`src/rtl/lcc_params.svh`:
```
/*
  Constants of the cursor and layer control block: command codes,
  parameter bit positions, step codes, composition codes, reset values.
  Assumes it is included by its bare name in the design and bench files.
*/
`ifndef LCC_PARAMS_SVH
`define LCC_PARAMS_SVH

// Command codes
`define LCC_CMD_FORM 8'h5d
`define LCC_CMD_DIR_TOP 6'h13
`define LCC_CMD_LAYER_OVERLAY_CMD 8'h5b
`define LCC_CMD_HDOT 8'h5a
`define LCC_CMD_CURSOR_ADDR_WRITE_CMD 8'h46
`define LCC_CMD_CURSOR_ADDR_READ_CMD 8'h47
`define LCC_CMD_MEMORY_WRITE_CMD 8'h42
`define LCC_CMD_MEMORY_READ_CMD 8'h43

// Step direction codes (low two bits of the direction command)
`define LCC_DIR_RIGHT 2'h0
`define LCC_DIR_LEFT 2'h1
`define LCC_DIR_UP 2'h2
`define LCC_DIR_DOWN 2'h3

// Composition codes
`define LCC_MX_OR 2'h0
`define LCC_MX_XOR 2'h1
`define LCC_MX_AND 2'h2
`define LCC_MX_PRI 2'h3

// Parameter bit positions
`define LCC_CM_BIT 7
`define LCC_MX_LO 0
`define LCC_MX_HI 1
`define LCC_DM1_BIT 2
`define LCC_DM2_BIT 3
`define LCC_OV_BIT 4

// Reset values
`define LCC_RST_WIDTH 5'h01
`define LCC_RST_LINES 5'h08
`define LCC_RST_CURSOR 16'h0000

`endif

```
`src/rtl/lcc_pkg.sv`:
```
/*
  Types of the cursor and layer control block.
  Assumes nothing of its surroundings.
*/
package lcc_pkg;

    typedef enum logic [7:0] {
        ST_IDLE = 8'h01,
        ST_FORM = 8'h02,
        ST_LAYER_OVERLAY_CMD = 8'h04,
        ST_HDOT = 8'h08,
        ST_CURSOR_ADDR_WRITE_CMD = 8'h10,
        ST_CURSOR_ADDR_READ_CMD = 8'h20,
        ST_MEMORY_WRITE_CMD = 8'h40,
        ST_MEMORY_READ_CMD = 8'h80
    } lcc_mode_type;

endpackage : lcc_pkg

```
`src/rtl/lcc_layer_if.sv`:
```
/*
  Interface carrying one pixel of each layer, its flash visibility and the
  composition setup from the core to the composer, and the result back.
  Assumes one driver per side: core modport and compose modport.
*/
`timescale 1ns/1ps

interface lcc_layer_if;
    logic l1;
    logic l2;
    logic l3;
    logic v1;
    logic v2;
    logic v3;
    logic [1:0] sel;
    logic use_l3;
    logic pix;

    modport core (output l1, l2, l3, v1, v2, v3, sel, use_l3, input pix);
    modport comp (input l1, l2, l3, v1, v2, v3, sel, use_l3, output pix);
endinterface : lcc_layer_if

```
`src/rtl/lcc_compose.sv`:
```
/*
  Layer composer: combines the three layer pixels by the selected method.
  Assumes the core gates the third layer off through use_l3 when unused.
*/
`timescale 1ns/1ps
`include "lcc_params.svh"

module lcc_compose (
    lcc_layer_if.comp lyr // Layer pixels in, composed pixel out
);

    logic a1;
    logic a2;
    logic a3;

    always_comb begin
        // A layer in its flash-off phase contributes nothing
        a1 = lyr.l1 & lyr.v1;
        a2 = lyr.l2 & lyr.v2;
        a3 = lyr.l3 & lyr.v3 & lyr.use_l3;
        unique case (lyr.sel)
            `LCC_MX_OR: lyr.pix = a1 | a2 | a3;
            `LCC_MX_XOR: lyr.pix = (a1 ^ a2) | a3;
            `LCC_MX_AND: lyr.pix = (a1 & a2) | a3;
            // Upper layer in flash-off also hides the layers under it
            `LCC_MX_PRI: lyr.pix = a1 | (lyr.v1 & (a2 | (lyr.v2 & a3)));
        endcase
    end

endmodule : lcc_compose

```
`src/rtl/lcc_core.sv`:
```
/*
  Command interpreter for cursor form, step direction, layer overlay,
  pixel scroll and the cursor address register of a dot-matrix LCD
  controller, plus the layer composer instance.
  Assumes bus cycle decoding happens upstream on the same clock and
  delivers one-cycle strobes for command, parameter/data write and read.
*/
`timescale 1ns/1ps
`include "lcc_params.svh"

// How it works
// - With dual-screen on, blank each block's line gap to half frame plus one.
// - Cursor width code plus one gives width of 1 to 16 pixels.
// - Cursor height code plus one gives lines; host never writes zero.
// - Shape bit 0 gives underscore cursor, 1 gives block cursor.
// - Direction command codes pick right, left, up or down step.
// - Cursor steps by the selected amount after every memory read or write.
// - Two select bits pick OR, XOR-then-OR, AND-then-OR or priority-OR.
// - One composition method applies to a whole layer.
// - Only layer one holds text; layer three unused when it does.
// - Block one and three mode bits select text or graphics; two, four graphics.
// - Layer count bit picks two or three layer composition.
// - Pixel scroll takes three bits, 0 to 7, for the whole screen.
// - A 16-bit cursor register addresses display memory for reads and writes.
// - Only address write and auto step change the cursor register.
// - Address read returns low byte then high byte on two reads.
// - Dual-screen select enables the fourth block start address.
// - Each written data byte steps the cursor, no further command needed.
module lcc_core (
    input logic CLK, // System clock, 40 MHz
    input logic NRST, // Synchronous reset, active low
    input logic CMD_STB, // Command byte strobe
    input logic [7:0] CMD_CODE, // Command byte
    input logic PRM_STB, // Parameter or display data write strobe
    input logic [7:0] PRM_DATA, // Parameter or display data byte
    input logic RD_STB, // Data read strobe, taken when host reads RD_DATA
    input logic [7:0] MEM_RDATA, // Display memory data, valid while MEM_RD
    input logic [7:0] ADDR_PITCH, // Address pitch in bytes
    input logic DUAL_SCREEN, // Two-screen drive select
    input logic [7:0] FRAME_LINES, // Frame line count setting
    input logic [7:0] BLOCK1_LINES, // First block line count setting
    input logic [7:0] BLOCK2_LINES, // Second block line count setting
    input logic LAYER1_PIX, // Layer one pixel
    input logic LAYER2_PIX, // Layer two pixel
    input logic LAYER3_PIX, // Layer three pixel
    input logic LAYER1_SHOW, // Layer one flash phase visible
    input logic LAYER2_SHOW, // Layer two flash phase visible
    input logic LAYER3_SHOW, // Layer three flash phase visible
    output logic [7:0] RD_DATA, // Read data to host
    output logic [15:0] MEM_ADDR, // Display memory address
    output logic MEM_WR, // Display memory write pulse
    output logic [7:0] MEM_WDATA, // Display memory write data
    output logic MEM_RD, // Display memory read pulse
    output logic [4:0] CURSOR_WIDTH, // Cursor width in pixels
    output logic [4:0] CURSOR_LINES, // Cursor height or underscore line
    output logic CURSOR_BLOCK, // Block cursor when high
    output logic [1:0] STEP_DIR, // Auto step direction code
    output logic [1:0] COMPOSE_SEL, // Composition method code
    output logic BLOCK1_GFX, // Block one graphics when high
    output logic BLOCK3_GFX, // Block three graphics when high
    output logic BLOCK24_GFX, // Blocks two and four, always graphics
    output logic THREE_LAYER, // Three-layer composition when high
    output logic LAYER3_USED, // Layer three takes part in composition
    output logic [2:0] SCROLL_PIX, // Horizontal pixel scroll
    output logic BLOCK4_EN, // Fourth block start address enabled
    output logic [7:0] BLANK1_LINES, // Lines blanked for block one
    output logic [7:0] BLANK2_LINES, // Lines blanked for block two
    output logic PIX_OUT // Composed pixel
);

    lcc_pkg::lcc_mode_type mode;
    logic prm_idx;
    logic [7:0] addr_lo;
    logic [15:0] cursor;
    logic [15:0] next_cursor;
    logic [15:0] pitch;
    logic prm_ok;
    logic form_prm;
    logic cursor_addr_write_cmd_prm;
    logic data_wr;
    logic fetch;
    logic [8:0] half_lines;

    lcc_layer_if lyr ();

    function automatic logic [7:0] gap(input logic [8:0] a, input logic [8:0] b);
        logic [8:0] d;
        d = (a >= b) ? a - b : b - a;
        return d[7:0];
    endfunction : gap

    // A command in the same cycle outranks a parameter or read
    assign prm_ok = PRM_STB && !CMD_STB;
    assign form_prm = prm_ok && mode == lcc_pkg::ST_FORM;
    assign cursor_addr_write_cmd_prm = prm_ok && mode == lcc_pkg::ST_CURSOR_ADDR_WRITE_CMD;
    assign data_wr = prm_ok && mode == lcc_pkg::ST_MEMORY_WRITE_CMD;
    // Each fetch uses the current address, then the cursor steps
    assign fetch = (RD_STB && !CMD_STB && mode == lcc_pkg::ST_MEMORY_READ_CMD)
        || (CMD_STB && CMD_CODE == `LCC_CMD_MEMORY_READ_CMD);
    assign pitch = {8'h00, ADDR_PITCH};
    assign half_lines = ({1'b0, FRAME_LINES} + 9'h001) >> 1;
    assign BLOCK24_GFX = 1'b1;

    always_ff @(posedge CLK) begin
        if (!NRST) begin
            mode <= lcc_pkg::ST_IDLE;
            prm_idx <= 1'b0;
        end else if (CMD_STB) begin
            prm_idx <= 1'b0;
            case (CMD_CODE)
                `LCC_CMD_FORM: mode <= lcc_pkg::ST_FORM;
                `LCC_CMD_LAYER_OVERLAY_CMD: mode <= lcc_pkg::ST_LAYER_OVERLAY_CMD;
                `LCC_CMD_HDOT: mode <= lcc_pkg::ST_HDOT;
                `LCC_CMD_CURSOR_ADDR_WRITE_CMD: mode <= lcc_pkg::ST_CURSOR_ADDR_WRITE_CMD;
                `LCC_CMD_CURSOR_ADDR_READ_CMD: mode <= lcc_pkg::ST_CURSOR_ADDR_READ_CMD;
                `LCC_CMD_MEMORY_WRITE_CMD: mode <= lcc_pkg::ST_MEMORY_WRITE_CMD;
                `LCC_CMD_MEMORY_READ_CMD: mode <= lcc_pkg::ST_MEMORY_READ_CMD;
                default: mode <= lcc_pkg::ST_IDLE;
            endcase
        end else if (prm_ok && (mode == lcc_pkg::ST_FORM || mode == lcc_pkg::ST_CURSOR_ADDR_WRITE_CMD)) begin
            prm_idx <= ~prm_idx;
            if (prm_idx) begin
                mode <= lcc_pkg::ST_IDLE;
            end
        end else if (prm_ok && (mode == lcc_pkg::ST_LAYER_OVERLAY_CMD || mode == lcc_pkg::ST_HDOT)) begin
            mode <= lcc_pkg::ST_IDLE;
        end else if (RD_STB && mode == lcc_pkg::ST_CURSOR_ADDR_READ_CMD) begin
            prm_idx <= ~prm_idx;
            if (prm_idx) begin
                mode <= lcc_pkg::ST_IDLE;
            end
        end
    end

    // Cursor form
    always_ff @(posedge CLK) begin
        if (!NRST) begin
            CURSOR_WIDTH <= `LCC_RST_WIDTH;
            CURSOR_LINES <= `LCC_RST_LINES;
            CURSOR_BLOCK <= 1'b0;
        end else if (form_prm && !prm_idx) begin
            CURSOR_WIDTH <= {1'b0, PRM_DATA[3:0]} + 5'h01;
        end else if (form_prm) begin
            CURSOR_LINES <= {1'b0, PRM_DATA[3:0]} + 5'h01;
            CURSOR_BLOCK <= PRM_DATA[`LCC_CM_BIT];
        end
    end

    always_ff @(posedge CLK) begin
        if (!NRST) begin
            STEP_DIR <= `LCC_DIR_RIGHT;
        end else if (CMD_STB && CMD_CODE[7:2] == `LCC_CMD_DIR_TOP) begin
            STEP_DIR <= CMD_CODE[1:0];
        end
    end

    // Overlay setup: one method for every block that shares a layer
    always_ff @(posedge CLK) begin
        if (!NRST) begin
            COMPOSE_SEL <= `LCC_MX_OR;
            BLOCK1_GFX <= 1'b0;
            BLOCK3_GFX <= 1'b0;
            THREE_LAYER <= 1'b0;
            LAYER3_USED <= 1'b0;
        end else if (prm_ok && mode == lcc_pkg::ST_LAYER_OVERLAY_CMD) begin
            COMPOSE_SEL <= {PRM_DATA[`LCC_MX_HI], PRM_DATA[`LCC_MX_LO]};
            BLOCK1_GFX <= PRM_DATA[`LCC_DM1_BIT];
            BLOCK3_GFX <= PRM_DATA[`LCC_DM2_BIT];
            THREE_LAYER <= PRM_DATA[`LCC_OV_BIT];
            LAYER3_USED <= PRM_DATA[`LCC_DM1_BIT] & PRM_DATA[`LCC_OV_BIT];
        end
    end

    // Scroll is screen wide and never touches the cursor
    always_ff @(posedge CLK) begin
        if (!NRST) begin
            SCROLL_PIX <= 3'h0;
        end else if (prm_ok && mode == lcc_pkg::ST_HDOT) begin
            SCROLL_PIX <= PRM_DATA[2:0];
        end
    end

    always_comb begin
        unique case (STEP_DIR)
            `LCC_DIR_RIGHT: next_cursor = cursor + 16'h0001;
            `LCC_DIR_LEFT: next_cursor = cursor - 16'h0001;
            `LCC_DIR_UP: next_cursor = cursor - pitch;
            `LCC_DIR_DOWN: next_cursor = cursor + pitch;
        endcase
    end

    always_ff @(posedge CLK) begin
        if (!NRST) begin
            cursor <= `LCC_RST_CURSOR;
            addr_lo <= 8'h00;
        end else if (cursor_addr_write_cmd_prm && !prm_idx) begin
            addr_lo <= PRM_DATA;
        end else if (cursor_addr_write_cmd_prm) begin
            cursor <= {PRM_DATA, addr_lo};
        end else if (data_wr || fetch) begin
            cursor <= next_cursor;
        end
    end

    // Memory strobes lag one cycle, so MEM_ADDR shows the pre-step address
    always_ff @(posedge CLK) begin
        if (!NRST) begin
            MEM_ADDR <= `LCC_RST_CURSOR;
            MEM_WR <= 1'b0;
            MEM_RD <= 1'b0;
            MEM_WDATA <= 8'h00;
        end else begin
            MEM_ADDR <= cursor;
            MEM_WR <= data_wr;
            MEM_RD <= fetch;
            if (data_wr) begin
                MEM_WDATA <= PRM_DATA;
            end
        end
    end

    always_ff @(posedge CLK) begin
        if (!NRST) begin
            RD_DATA <= 8'h00;
        end else if (CMD_STB && CMD_CODE == `LCC_CMD_CURSOR_ADDR_READ_CMD) begin
            RD_DATA <= cursor[7:0];
        end else if (RD_STB && !CMD_STB && mode == lcc_pkg::ST_CURSOR_ADDR_READ_CMD && !prm_idx) begin
            RD_DATA <= cursor[15:8];
        end else if (MEM_RD) begin
            RD_DATA <= MEM_RDATA;
        end
    end

    always_ff @(posedge CLK) begin
        if (!NRST) begin
            BLOCK4_EN <= 1'b0;
            BLANK1_LINES <= 8'h00;
            BLANK2_LINES <= 8'h00;
        end else begin
            BLOCK4_EN <= DUAL_SCREEN;
            BLANK1_LINES <= DUAL_SCREEN ? gap({1'b0, BLOCK1_LINES}, half_lines) : 8'h00;
            BLANK2_LINES <= DUAL_SCREEN ? gap({1'b0, BLOCK2_LINES}, half_lines) : 8'h00;
        end
    end

    assign lyr.l1 = LAYER1_PIX;
    assign lyr.l2 = LAYER2_PIX;
    assign lyr.l3 = LAYER3_PIX;
    assign lyr.v1 = LAYER1_SHOW;
    assign lyr.v2 = LAYER2_SHOW;
    assign lyr.v3 = LAYER3_SHOW;
    assign lyr.sel = COMPOSE_SEL;
    assign lyr.use_l3 = LAYER3_USED;

    lcc_compose u_compose (
        .lyr(lyr)
    );

    always_ff @(posedge CLK) begin
        if (!NRST) begin
            PIX_OUT <= 1'b0;
        end else begin
            PIX_OUT <= lyr.pix;
        end
    end

    blank_off_a: assert property (@(posedge CLK) disable iff (!NRST)
        !DUAL_SCREEN |=> BLANK1_LINES == 8'h00 && BLANK2_LINES == 8'h00)
        else $error("blanking active without dual screen");

    cursor_width_a: assert property (@(posedge CLK) disable iff (!NRST)
        form_prm && !prm_idx |=> CURSOR_WIDTH == {1'b0, $past(PRM_DATA[3:0])} + 5'h01)
        else $error("cursor width not code plus one");

    cursor_lines_a: assert property (@(posedge CLK) disable iff (!NRST)
        form_prm && prm_idx |=> CURSOR_LINES == {1'b0, $past(PRM_DATA[3:0])} + 5'h01)
        else $error("cursor lines not code plus one");

    cursor_shape_a: assert property (@(posedge CLK) disable iff (!NRST)
        form_prm && prm_idx |=> CURSOR_BLOCK == $past(PRM_DATA[7]) && $stable(CURSOR_WIDTH))
        else $error("cursor shape not taken");

    step_cmd_a: assert property (@(posedge CLK) disable iff (!NRST)
        CMD_STB && CMD_CODE[7:2] == `LCC_CMD_DIR_TOP |=> STEP_DIR == $past(CMD_CODE[1:0]))
        else $error("step direction not taken");

    write_step_a: assert property (@(posedge CLK) disable iff (!NRST)
        data_wr && STEP_DIR == `LCC_DIR_DOWN |=> cursor == $past(cursor) + $past(pitch) && MEM_WR)
        else $error("write did not step cursor by pitch");

    write_addr_a: assert property (@(posedge CLK) disable iff (!NRST)
        data_wr |=> MEM_WR && MEM_ADDR == $past(cursor) && MEM_WDATA == $past(PRM_DATA))
        else $error("memory write address or data wrong");

    cursor_hold_a: assert property (@(posedge CLK) disable iff (!NRST)
        !PRM_STB && !fetch |=> $stable(cursor))
        else $error("cursor changed without cause");

    cursor_addr_write_cmd_load_a: assert property (@(posedge CLK) disable iff (!NRST)
        cursor_addr_write_cmd_prm ##1 cursor_addr_write_cmd_prm |=> cursor == {$past(PRM_DATA), $past(PRM_DATA, 2)})
        else $error("cursor address write wrong");

    addr_read_a: assert property (@(posedge CLK) disable iff (!NRST)
        RD_STB && !CMD_STB && mode == lcc_pkg::ST_CURSOR_ADDR_READ_CMD && !prm_idx
        |=> RD_DATA == $past(cursor[15:8]) && mode == lcc_pkg::ST_CURSOR_ADDR_READ_CMD)
        else $error("cursor read order wrong");

    layer3_gate_a: assert property (@(posedge CLK) disable iff (!NRST)
        LAYER3_USED |-> BLOCK1_GFX && THREE_LAYER)
        else $error("layer three used with text");

    scroll_take_a: assert property (@(posedge CLK) disable iff (!NRST)
        prm_ok && mode == lcc_pkg::ST_HDOT |=> SCROLL_PIX == $past(PRM_DATA[2:0]) && $stable(cursor))
        else $error("scroll not taken or cursor moved");

endmodule : lcc_core

```
`config.mk`:
```
export PLATFORM = sky130hd
export DESIGN_NAME = lcc_core
export DESIGN_NICKNAME = d
export VERILOG_FILES = /design/src/rtl/lcc_pkg.sv /design/src/rtl/lcc_layer_if.sv /design/src/rtl/lcc_compose.sv /design/src/rtl/lcc_core.sv
export VERILOG_INCLUDE_DIRS = /design/src /design/src/rtl
export SDC_FILE = /design/constraint.sdc
export NUM_CORES = 1
export LEC_CHECK = 0
export BUFFER_PORTS_ARGS = -buffer_cell sky130_fd_sc_hd__buf_2
export CORE_MARGIN = 10
export CORE_UTILIZATION = 50
export CTS_CLUSTER_SIZE = 30
export DETAILED_ROUTE_END_ITERATION = 6
export PLACE_DENSITY = 0.86
export SETUP_SLACK_MARGIN = 0.02
export SYNTH_ARGS = -nofsm -noshare
export SYNTH_HDL_FRONTEND = slang
export SYNTH_HIERARCHICAL = 1
export SYNTH_SLANG_ARGS = --single-unit
```
`constraint.sdc`:
```
create_clock -name CLK -period 3.3 [get_ports CLK]
set_clock_uncertainty 0.15 [all_clocks]
set_input_delay 0.66 -clock CLK [delete_from_list [all_inputs] [get_ports CLK]]
set_output_delay 0.66 -clock CLK [all_outputs]
set_load 0.01 [all_outputs]
```
==> metrics, run 1 <==
Final Net Count=approximately 1,100; worst hold path endpoint=cursor[0]; crit share post-route=95.6%; GR Overflow Total=0; Die H=136 µm; hold_sp=addr_lo[0]; Global Route Usage Sum=between 20% and 30%; routability cong.=a little under 1; CTS tree=yes; FF+latch count, synth=107; RR Startpoint=STEP_DIR[1]; Slew Viols, Final=0; reg-to-reg slack, setup=0.39 ns; first-pass GRT wire length=31,000 µm; Crit Path Class=input port to register; Detailed Place HPWL=15,500 µm; drt first-iter violations=364; critical path's largest stage delay=0.56 ns; die width=136 µm; Via density=about 5.6; Max Clk Rate=0.317 GHz; worst-case clock buffer depth=2; slew of the pin with the lowest slew margin=0.731 ns; total power density per cell area=349 nW/µm²; critical path's slowest cell=or4_4; total number of vias=6,682; Crit path depth=11; R2R Path End=cursor[15]; Syn Nets=946; top cells by area, synth=dfxtp_1, ha_1, mux2i_1; fin worst setup slack=approximately 0.14 ns; Reg clk slew, reported paths=0.07 ns; Leak=approximately 4 nW; TNS Setup=0 ns; Mean Syn Cell Area=between 8 and 9 µm²; CP arrival=between 3 and 4 ns; CP Launch Type=input port; number of setup buffers added after CTS=0; Antenna Violating Nets Remaining=0; cell area after synthesis=around 6700 µm²; status=completed; Maximum Capacitance Violations=0; Synth Instances=819; worst hold path depth=2; Initial Util=between 50 and 60%; core box area=13,200 µm²; Synth top area share=31.9%; final wirelength=just under 20,000 µm; vias in the first global route=6,463; Slew HR=between 50% and 60%; RSZ-0062 raised after global routing=true; I/O pins=143; Setup-failing EPs final=0; H-tree levels=3; Layout area overhead=27.1%; Peak VDD IR=0.240 mV; Placement Setup Slack=-0.293 ns; root buffer cell=clkbuf_16; CTS Sinks=roughly 110; Yosys top cell by area=dfxtp_1; fin util=64.8%; Top FF cell, synth=dfxtp_1; CTS Buf Count=9; Clock Latency Late Sink=0.35 ns; worst-path fanout max=3; Tmin final=~3.2 ns; Critical Path RT=3.39 ns; CP dominant cell by count=a21o_1; drt wl/cell=16.5 µm; worst reg-to-reg path cell count=10; part of the Yosys area used for sequential elements=31.9%; CP bufs+invs=1; crit-path cells=buf_2, or4_4, nor3_4, o21ai_1, ha_1, a21o_1, a21o_1, a221oi_2, a21oi_1, o31a_1, o2111a_1; largest net degree at the start of global routing=46; layout cells sized above 1=27.4%; initial antenna violation count=1; die area=18,500 µm²; synth warn=6; Async S/R FF share, synth=0%; filler cell count=1,103; drt pass-1 iters=5; unique cell type count in the Yosys netlist=81; CP endpoint kind=register; CTS Hold Bufs=0; worst hold path class=register to register; Final Hold Vio Count=0; drt drc=0; number of port buffers=roughly 140; delay-heaviest family, CP=compound AO/OA/AOI/OAI gates; number of synthesized flops with an enable pin=0; Rows=42
[worst min-delay path, stage by stage, from the launching register on]
cell and delay, ns:
dfxtp_1 0.31, nand2_1 0.05, a311oi_1 0.08
[cell usage in the layout, fill, tap and decap left out, drive strengths merged, types with 6 or more instances in the layout]
cell type  instances
o21ai             51
buf              228
nand4              8
inv               53
nand2             57
nor3              20
and2              22
nand2b             6
clkbuf            11
dfxtp            107
mux2i             48
a21oi             56
xor2              12
xnor2             17
a21o              12
ha                54
a211oi            13
a31oi             11
nor2             111
o21a               8
nand3             19
nor2b             12
and3               6
[state kept, by name, indices dropped and copies added (netlist names), 2 cells and up]
| register | flops |
|---|---|
| COMPOSE_SEL | 2 |
| CURSOR_WIDTH | 5 |
| cursor | 16 |
| CURSOR_LINES | 5 |
| BLANK2_LINES | 8 |
| addr_lo | 8 |
| MEM_WDATA | 8 |
| STEP_DIR | 2 |
| RD_DATA | 8 |
| SCROLL_PIX | 3 |
| BLANK1_LINES | 8 |
| MEM_ADDR | 16 |
| mode | 8 |
[timing repair]
action | in CTS | in global routing
resized for setup | 0 | 11
hold endpoints to repair | 0 | 0
endpoints found under the setup margin | 0 | 6
[cells by family after synthesis]
family	share of synthesized area (%)
simple gates	20.8
compound gates	19.0
flops	31.9
buf+inv	5.71
fa+ha+maj	11.5
mux	7.31
xor+xnor	3.78
other cells	0.0558
[worst max path at each step]
stage | startpoint | endpoint
detailed placement | ADDR_PITCH[2] | cursor[15]
floorplan | ADDR_PITCH[3] | cursor[15]
global placement | ADDR_PITCH[3] | cursor[12]
global route | ADDR_PITCH[3] | cursor[15]
finish | ADDR_PITCH[3] | cursor[15]
CTS | ADDR_PITCH[2] | cursor[15]
[Yosys cell counts (all sizes together), types with 3 or more instances]
cell     instances
xnor2           17
nor3            20
dfxtp          107
clkbuf          24
o31ai            3
o21bai           3
nand2           57
nor4             5
o21a             8
o21ai           51
nand3           19
nand2b           6
nor2           111
nor2b           12
a21oi           56
mux2i           48
nor3b            4
a311oi           4
xor2            12
fa               5
a21o            12
o2111ai          3
and2            22
nand3b           4
and3             6
or3              4
inv             52
a211oi          13
a31oi           11
nand4            8
buf             16
ha              54
[routing by layer]
layer  global-route usage (%)  part of all wire (%)  up-vias
li1                         -                     -     3278
met1                     22.5                    41     3139
met2                     37.5                    49      232
met3                     5.09                   7.6       33
met4                     8.22                   2.2        0
met5                        0                     0        -
[metrics by stage]
step	cells	instance area (µm²)	power [mW]	hold slack [ns]
5_1_grt	1199	8550	3.09	0.377
2_1_floorplan	819	6800	1.68	0.300
3_3_place_gp	1183	8180	1.89	0.312
3_5_place_dp	1183	8180	1.90	0.320
4_1_cts	1199	8480	2.98	0.337
6_report	1200	8550	2.98	0.334
[cell type report]
class | instances | area (µm²) | share of cell area, %
well taps | 176 | 220 | 2.58
diodes | 1 | 2.50 | 0.0293
clock inverters | 5 | 62.6 | 0.732
repair buffers | 228 | 1370 | 16.0
clock buffers | 11 | 233 | 2.72
multi-input cells | 619 | 4320 | 50.5
flip-flops and latches | 107 | 2140 | 25.1
inverters | 53 | 199 | 2.33
[where the power goes]
part	leakage, nW	switching, mW	internal [mW]	total (mW)
Clock	0.142	0.496	0.595	1.09
Combinational	3.11	0.313	0.260	0.574
Sequential	0.865	0.00635	1.31	1.32
Power figures use the tool's default switching activity.
==> run 2: changes to the inputs <==
--- a/config.mk
+++ b/config.mk
@@ -7,8 +7,10 @@
 export NUM_CORES = 1
 export LEC_CHECK = 0
 export BUFFER_PORTS_ARGS = -buffer_cell sky130_fd_sc_hd__buf_2
+export CELL_PAD_IN_SITES_DETAIL_PLACEMENT = 0
+export CELL_PAD_IN_SITES_GLOBAL_PLACEMENT = 1
 export CORE_MARGIN = 10
-export CORE_UTILIZATION = 50
+export CORE_UTILIZATION = 37
 export CTS_CLUSTER_SIZE = 30
 export DETAILED_ROUTE_END_ITERATION = 6
 export PLACE_DENSITY = 0.86
==> run 2 against run 1 <==
Effect of this change:
- maximum frequency decreased by 0.65%
- count of clock-buffer cells in the layout decreased by 2
- core utilization decreased by 17 points
- setup slack got worse by 0.021 ns
- non-clock buffer count increased by 2
- sequential power about the same
- critical path depth increased by 1
==> metrics, run 2 (synthesized netlist as in run 1, its figures left out) <==
status=completed; Layout area overhead=27.8%; worst hold path depth=2 (unchanged); core box area=17,900 µm² (+36%); Global Route Usage Sum=16.1% (-4.6 points); drt drc=0 (unchanged); routability cong.=0.901 (-8.7%); hold_sp=addr_lo[0]; CTS Buf Count=9 (unchanged); I/O pins=143 (unchanged); switching power=0.858 mW (+5.2%); final wirelength=20,000 µm (+1.2%); Critical Path RT=3.40 ns (about the same); CTS Sinks=107 (unchanged); worst-path fanout max=4 (+1); layout cells sized above 1=27.7% (+0.34 points); ANT cells=0 (-1); area occupied by multi-input gates=4290 µm² (-0.67%); slew of the pin with the lowest slew margin=0.754 ns (+0.0233 ns); RR Startpoint=STEP_DIR[1]; initial antenna violation count=1 (unchanged); FF+latch area=2140 µm² (unchanged); number of setup buffers added after CTS=0 (unchanged); Tmin final=3.18 ns (+0.0206 ns); Placed Instances=1,238 (+4.6%); H-tree levels=3 (unchanged); worst hold path endpoint=cursor[0]; RSZ-0062 raised after global routing=true; Slew HR=49.6% (-1.2 points); root buffer cell=clkbuf_16; worst reg-to-reg path cell count=10 (unchanged); total power density per cell area=345 nW/µm² (-1.1%); Detailed Place HPWL=15,700 µm (+1.4%); Peak VDD IR=0.234 mV (-2.7%); commonest non-fill, non-tap cell in the layout=buf_2; die width=155 µm (+14%); Finished Layout Cells=1,254 (+4.5%); total power=2.97 mW (-0.55%); combinational power share=18.9% (-0.3 points); Maximum Capacitance Violations=0 (unchanged); Clock Latency Late Sink=0.35 ns (about the same); Max Clk Rate=0.315 GHz (-0.65%); number of port buffers=141 (unchanged); Via density=5.07 (-9.0%); GR Overflow Total=0 (unchanged); Leak=4.12 nW (about the same); crit share post-route=96.2% (+0.62 points); total number of vias=6,356 (-4.9%); Flop pwr share=44.4% (+0.2 points); largest net degree at the start of global routing=33 (-28%); switching share of power=28.9% (+1.6 points); CP endpoint kind=register; die area=24,000 µm² (+30%); most frequent cells in the layout=buf_2, dfxtp_1, nor2_1, buf_4, nand2_1; Slew Viols, Final=0 (unchanged); Rows=49 (+17%); Clk pwr share=36.7% (about the same); drt pass-1 iters=4 (-1); worst hold path class=register to register; Setup-failing EPs final=0 (unchanged); R2R Path End=cursor[15]; worst-case clock buffer depth=2 (unchanged); Resized cells post-CTS=0 (unchanged); first-pass GRT wire length=32,000 µm (+3.2%); largest registers=MEM_ADDR x16, cursor x16; Reg clk slew, reported paths=0.08 ns (about the same); reg-to-reg slack, setup=0.25 ns (-0.14 ns); vias in the first global route=6,204 (-4.0%); Die H=155 µm (+14%); drt wl/cell=16.0 µm (-3.2%); CP arrival=3.28 ns (+0.03 ns); Crit Path Class=input port to register; Final Hold Vio Count=0 (unchanged); Final Net Count=1,147 (+0.17%); CTS tree=yes; Initial Util=37.6% (-13 points); Antenna Violating Nets Remaining=0 (unchanged); drt first-iter violations=288 (-21%); CTS Hold Bufs=0 (unchanged); CP Launch Type=input port; filler cell count=1,763 (+60%); Power Internal=2.11 mW (-2.7%)
## run 2: metrics by stage
step | TNS, ns | utilization, % | worst slack [ns] | cell area (µm²) | hold slack, ns
6_report | 0 | 48.0 | 0.124 | 8590 | 0.332
2_1_floorplan | -0.0794 | - | -0.0794 | 6800 | 0.300
5_1_grt | -0.0218 | 48.0 | -0.0129 | 8590 | 0.357
4_1_cts | 0 | 47.8 | 0.0810 | 8550 | 0.334
3_5_place_dp | -1.81 | 46.1 | -0.287 | 8250 | 0.324
3_3_place_gp | -1.42 | 46.1 | -0.215 | 8250 | 0.311
## run 2: metal layers
layer	vias up	routed length, µm	track usage (%)
li1	3257	-	-
met3	22	1200	4.52
met2	143	9630	27.2
met5	-	13	0
met4	2	303	4.05
met1	2932	8880	19.7
## run 2: cell type report
type,instances,share of cell area [%]
Sequential cell,107,24.9
Inverter,53,2.32
Clock inverter,7,0.888
Multi-Input combinational cell,619,49.9
Clock buffer,9,2.62
Timing Repair Buffer,230,16.0
Tap cell,229,3.33
## run 2: worst max-delay path by stage
stage | from | cells past startpoint | to
final | ADDR_PITCH[2] | 12 | cursor[15]
after global routing | ADDR_PITCH[0] | 16 | cursor[13]
after CTS | ADDR_PITCH[3] | 12 | cursor[12]
after detailed placement | ADDR_PITCH[3] | 12 | cursor[12]
after global placement | ADDR_PITCH[3] | 11 | cursor[15]
after floorplan | ADDR_PITCH[3] | 12 | cursor[15]
## run 2: critical path, stage by stage
cell	delay (ns)
buf_2	0.10
or3_1	0.38
nor2b_1	0.14
o32a_1	0.29
ha_1	0.33
a21o_1	0.13
a21oi_1	0.08
a21oi_1	0.29
o2111ai_2	0.16
and3_1	0.21
o31a_1	0.28
o2111a_1	0.22
## run 2: power by group through the flow
stage,logic (mW),registers (mW),clock network (mW)
after floorplan,0.317,1.36,0
after global placement,0.554,1.35,0
after detailed placement,0.557,1.35,0
after CTS,0.562,1.32,1.12
after global routing,0.625,1.32,1.16
final,0.560,1.32,1.09
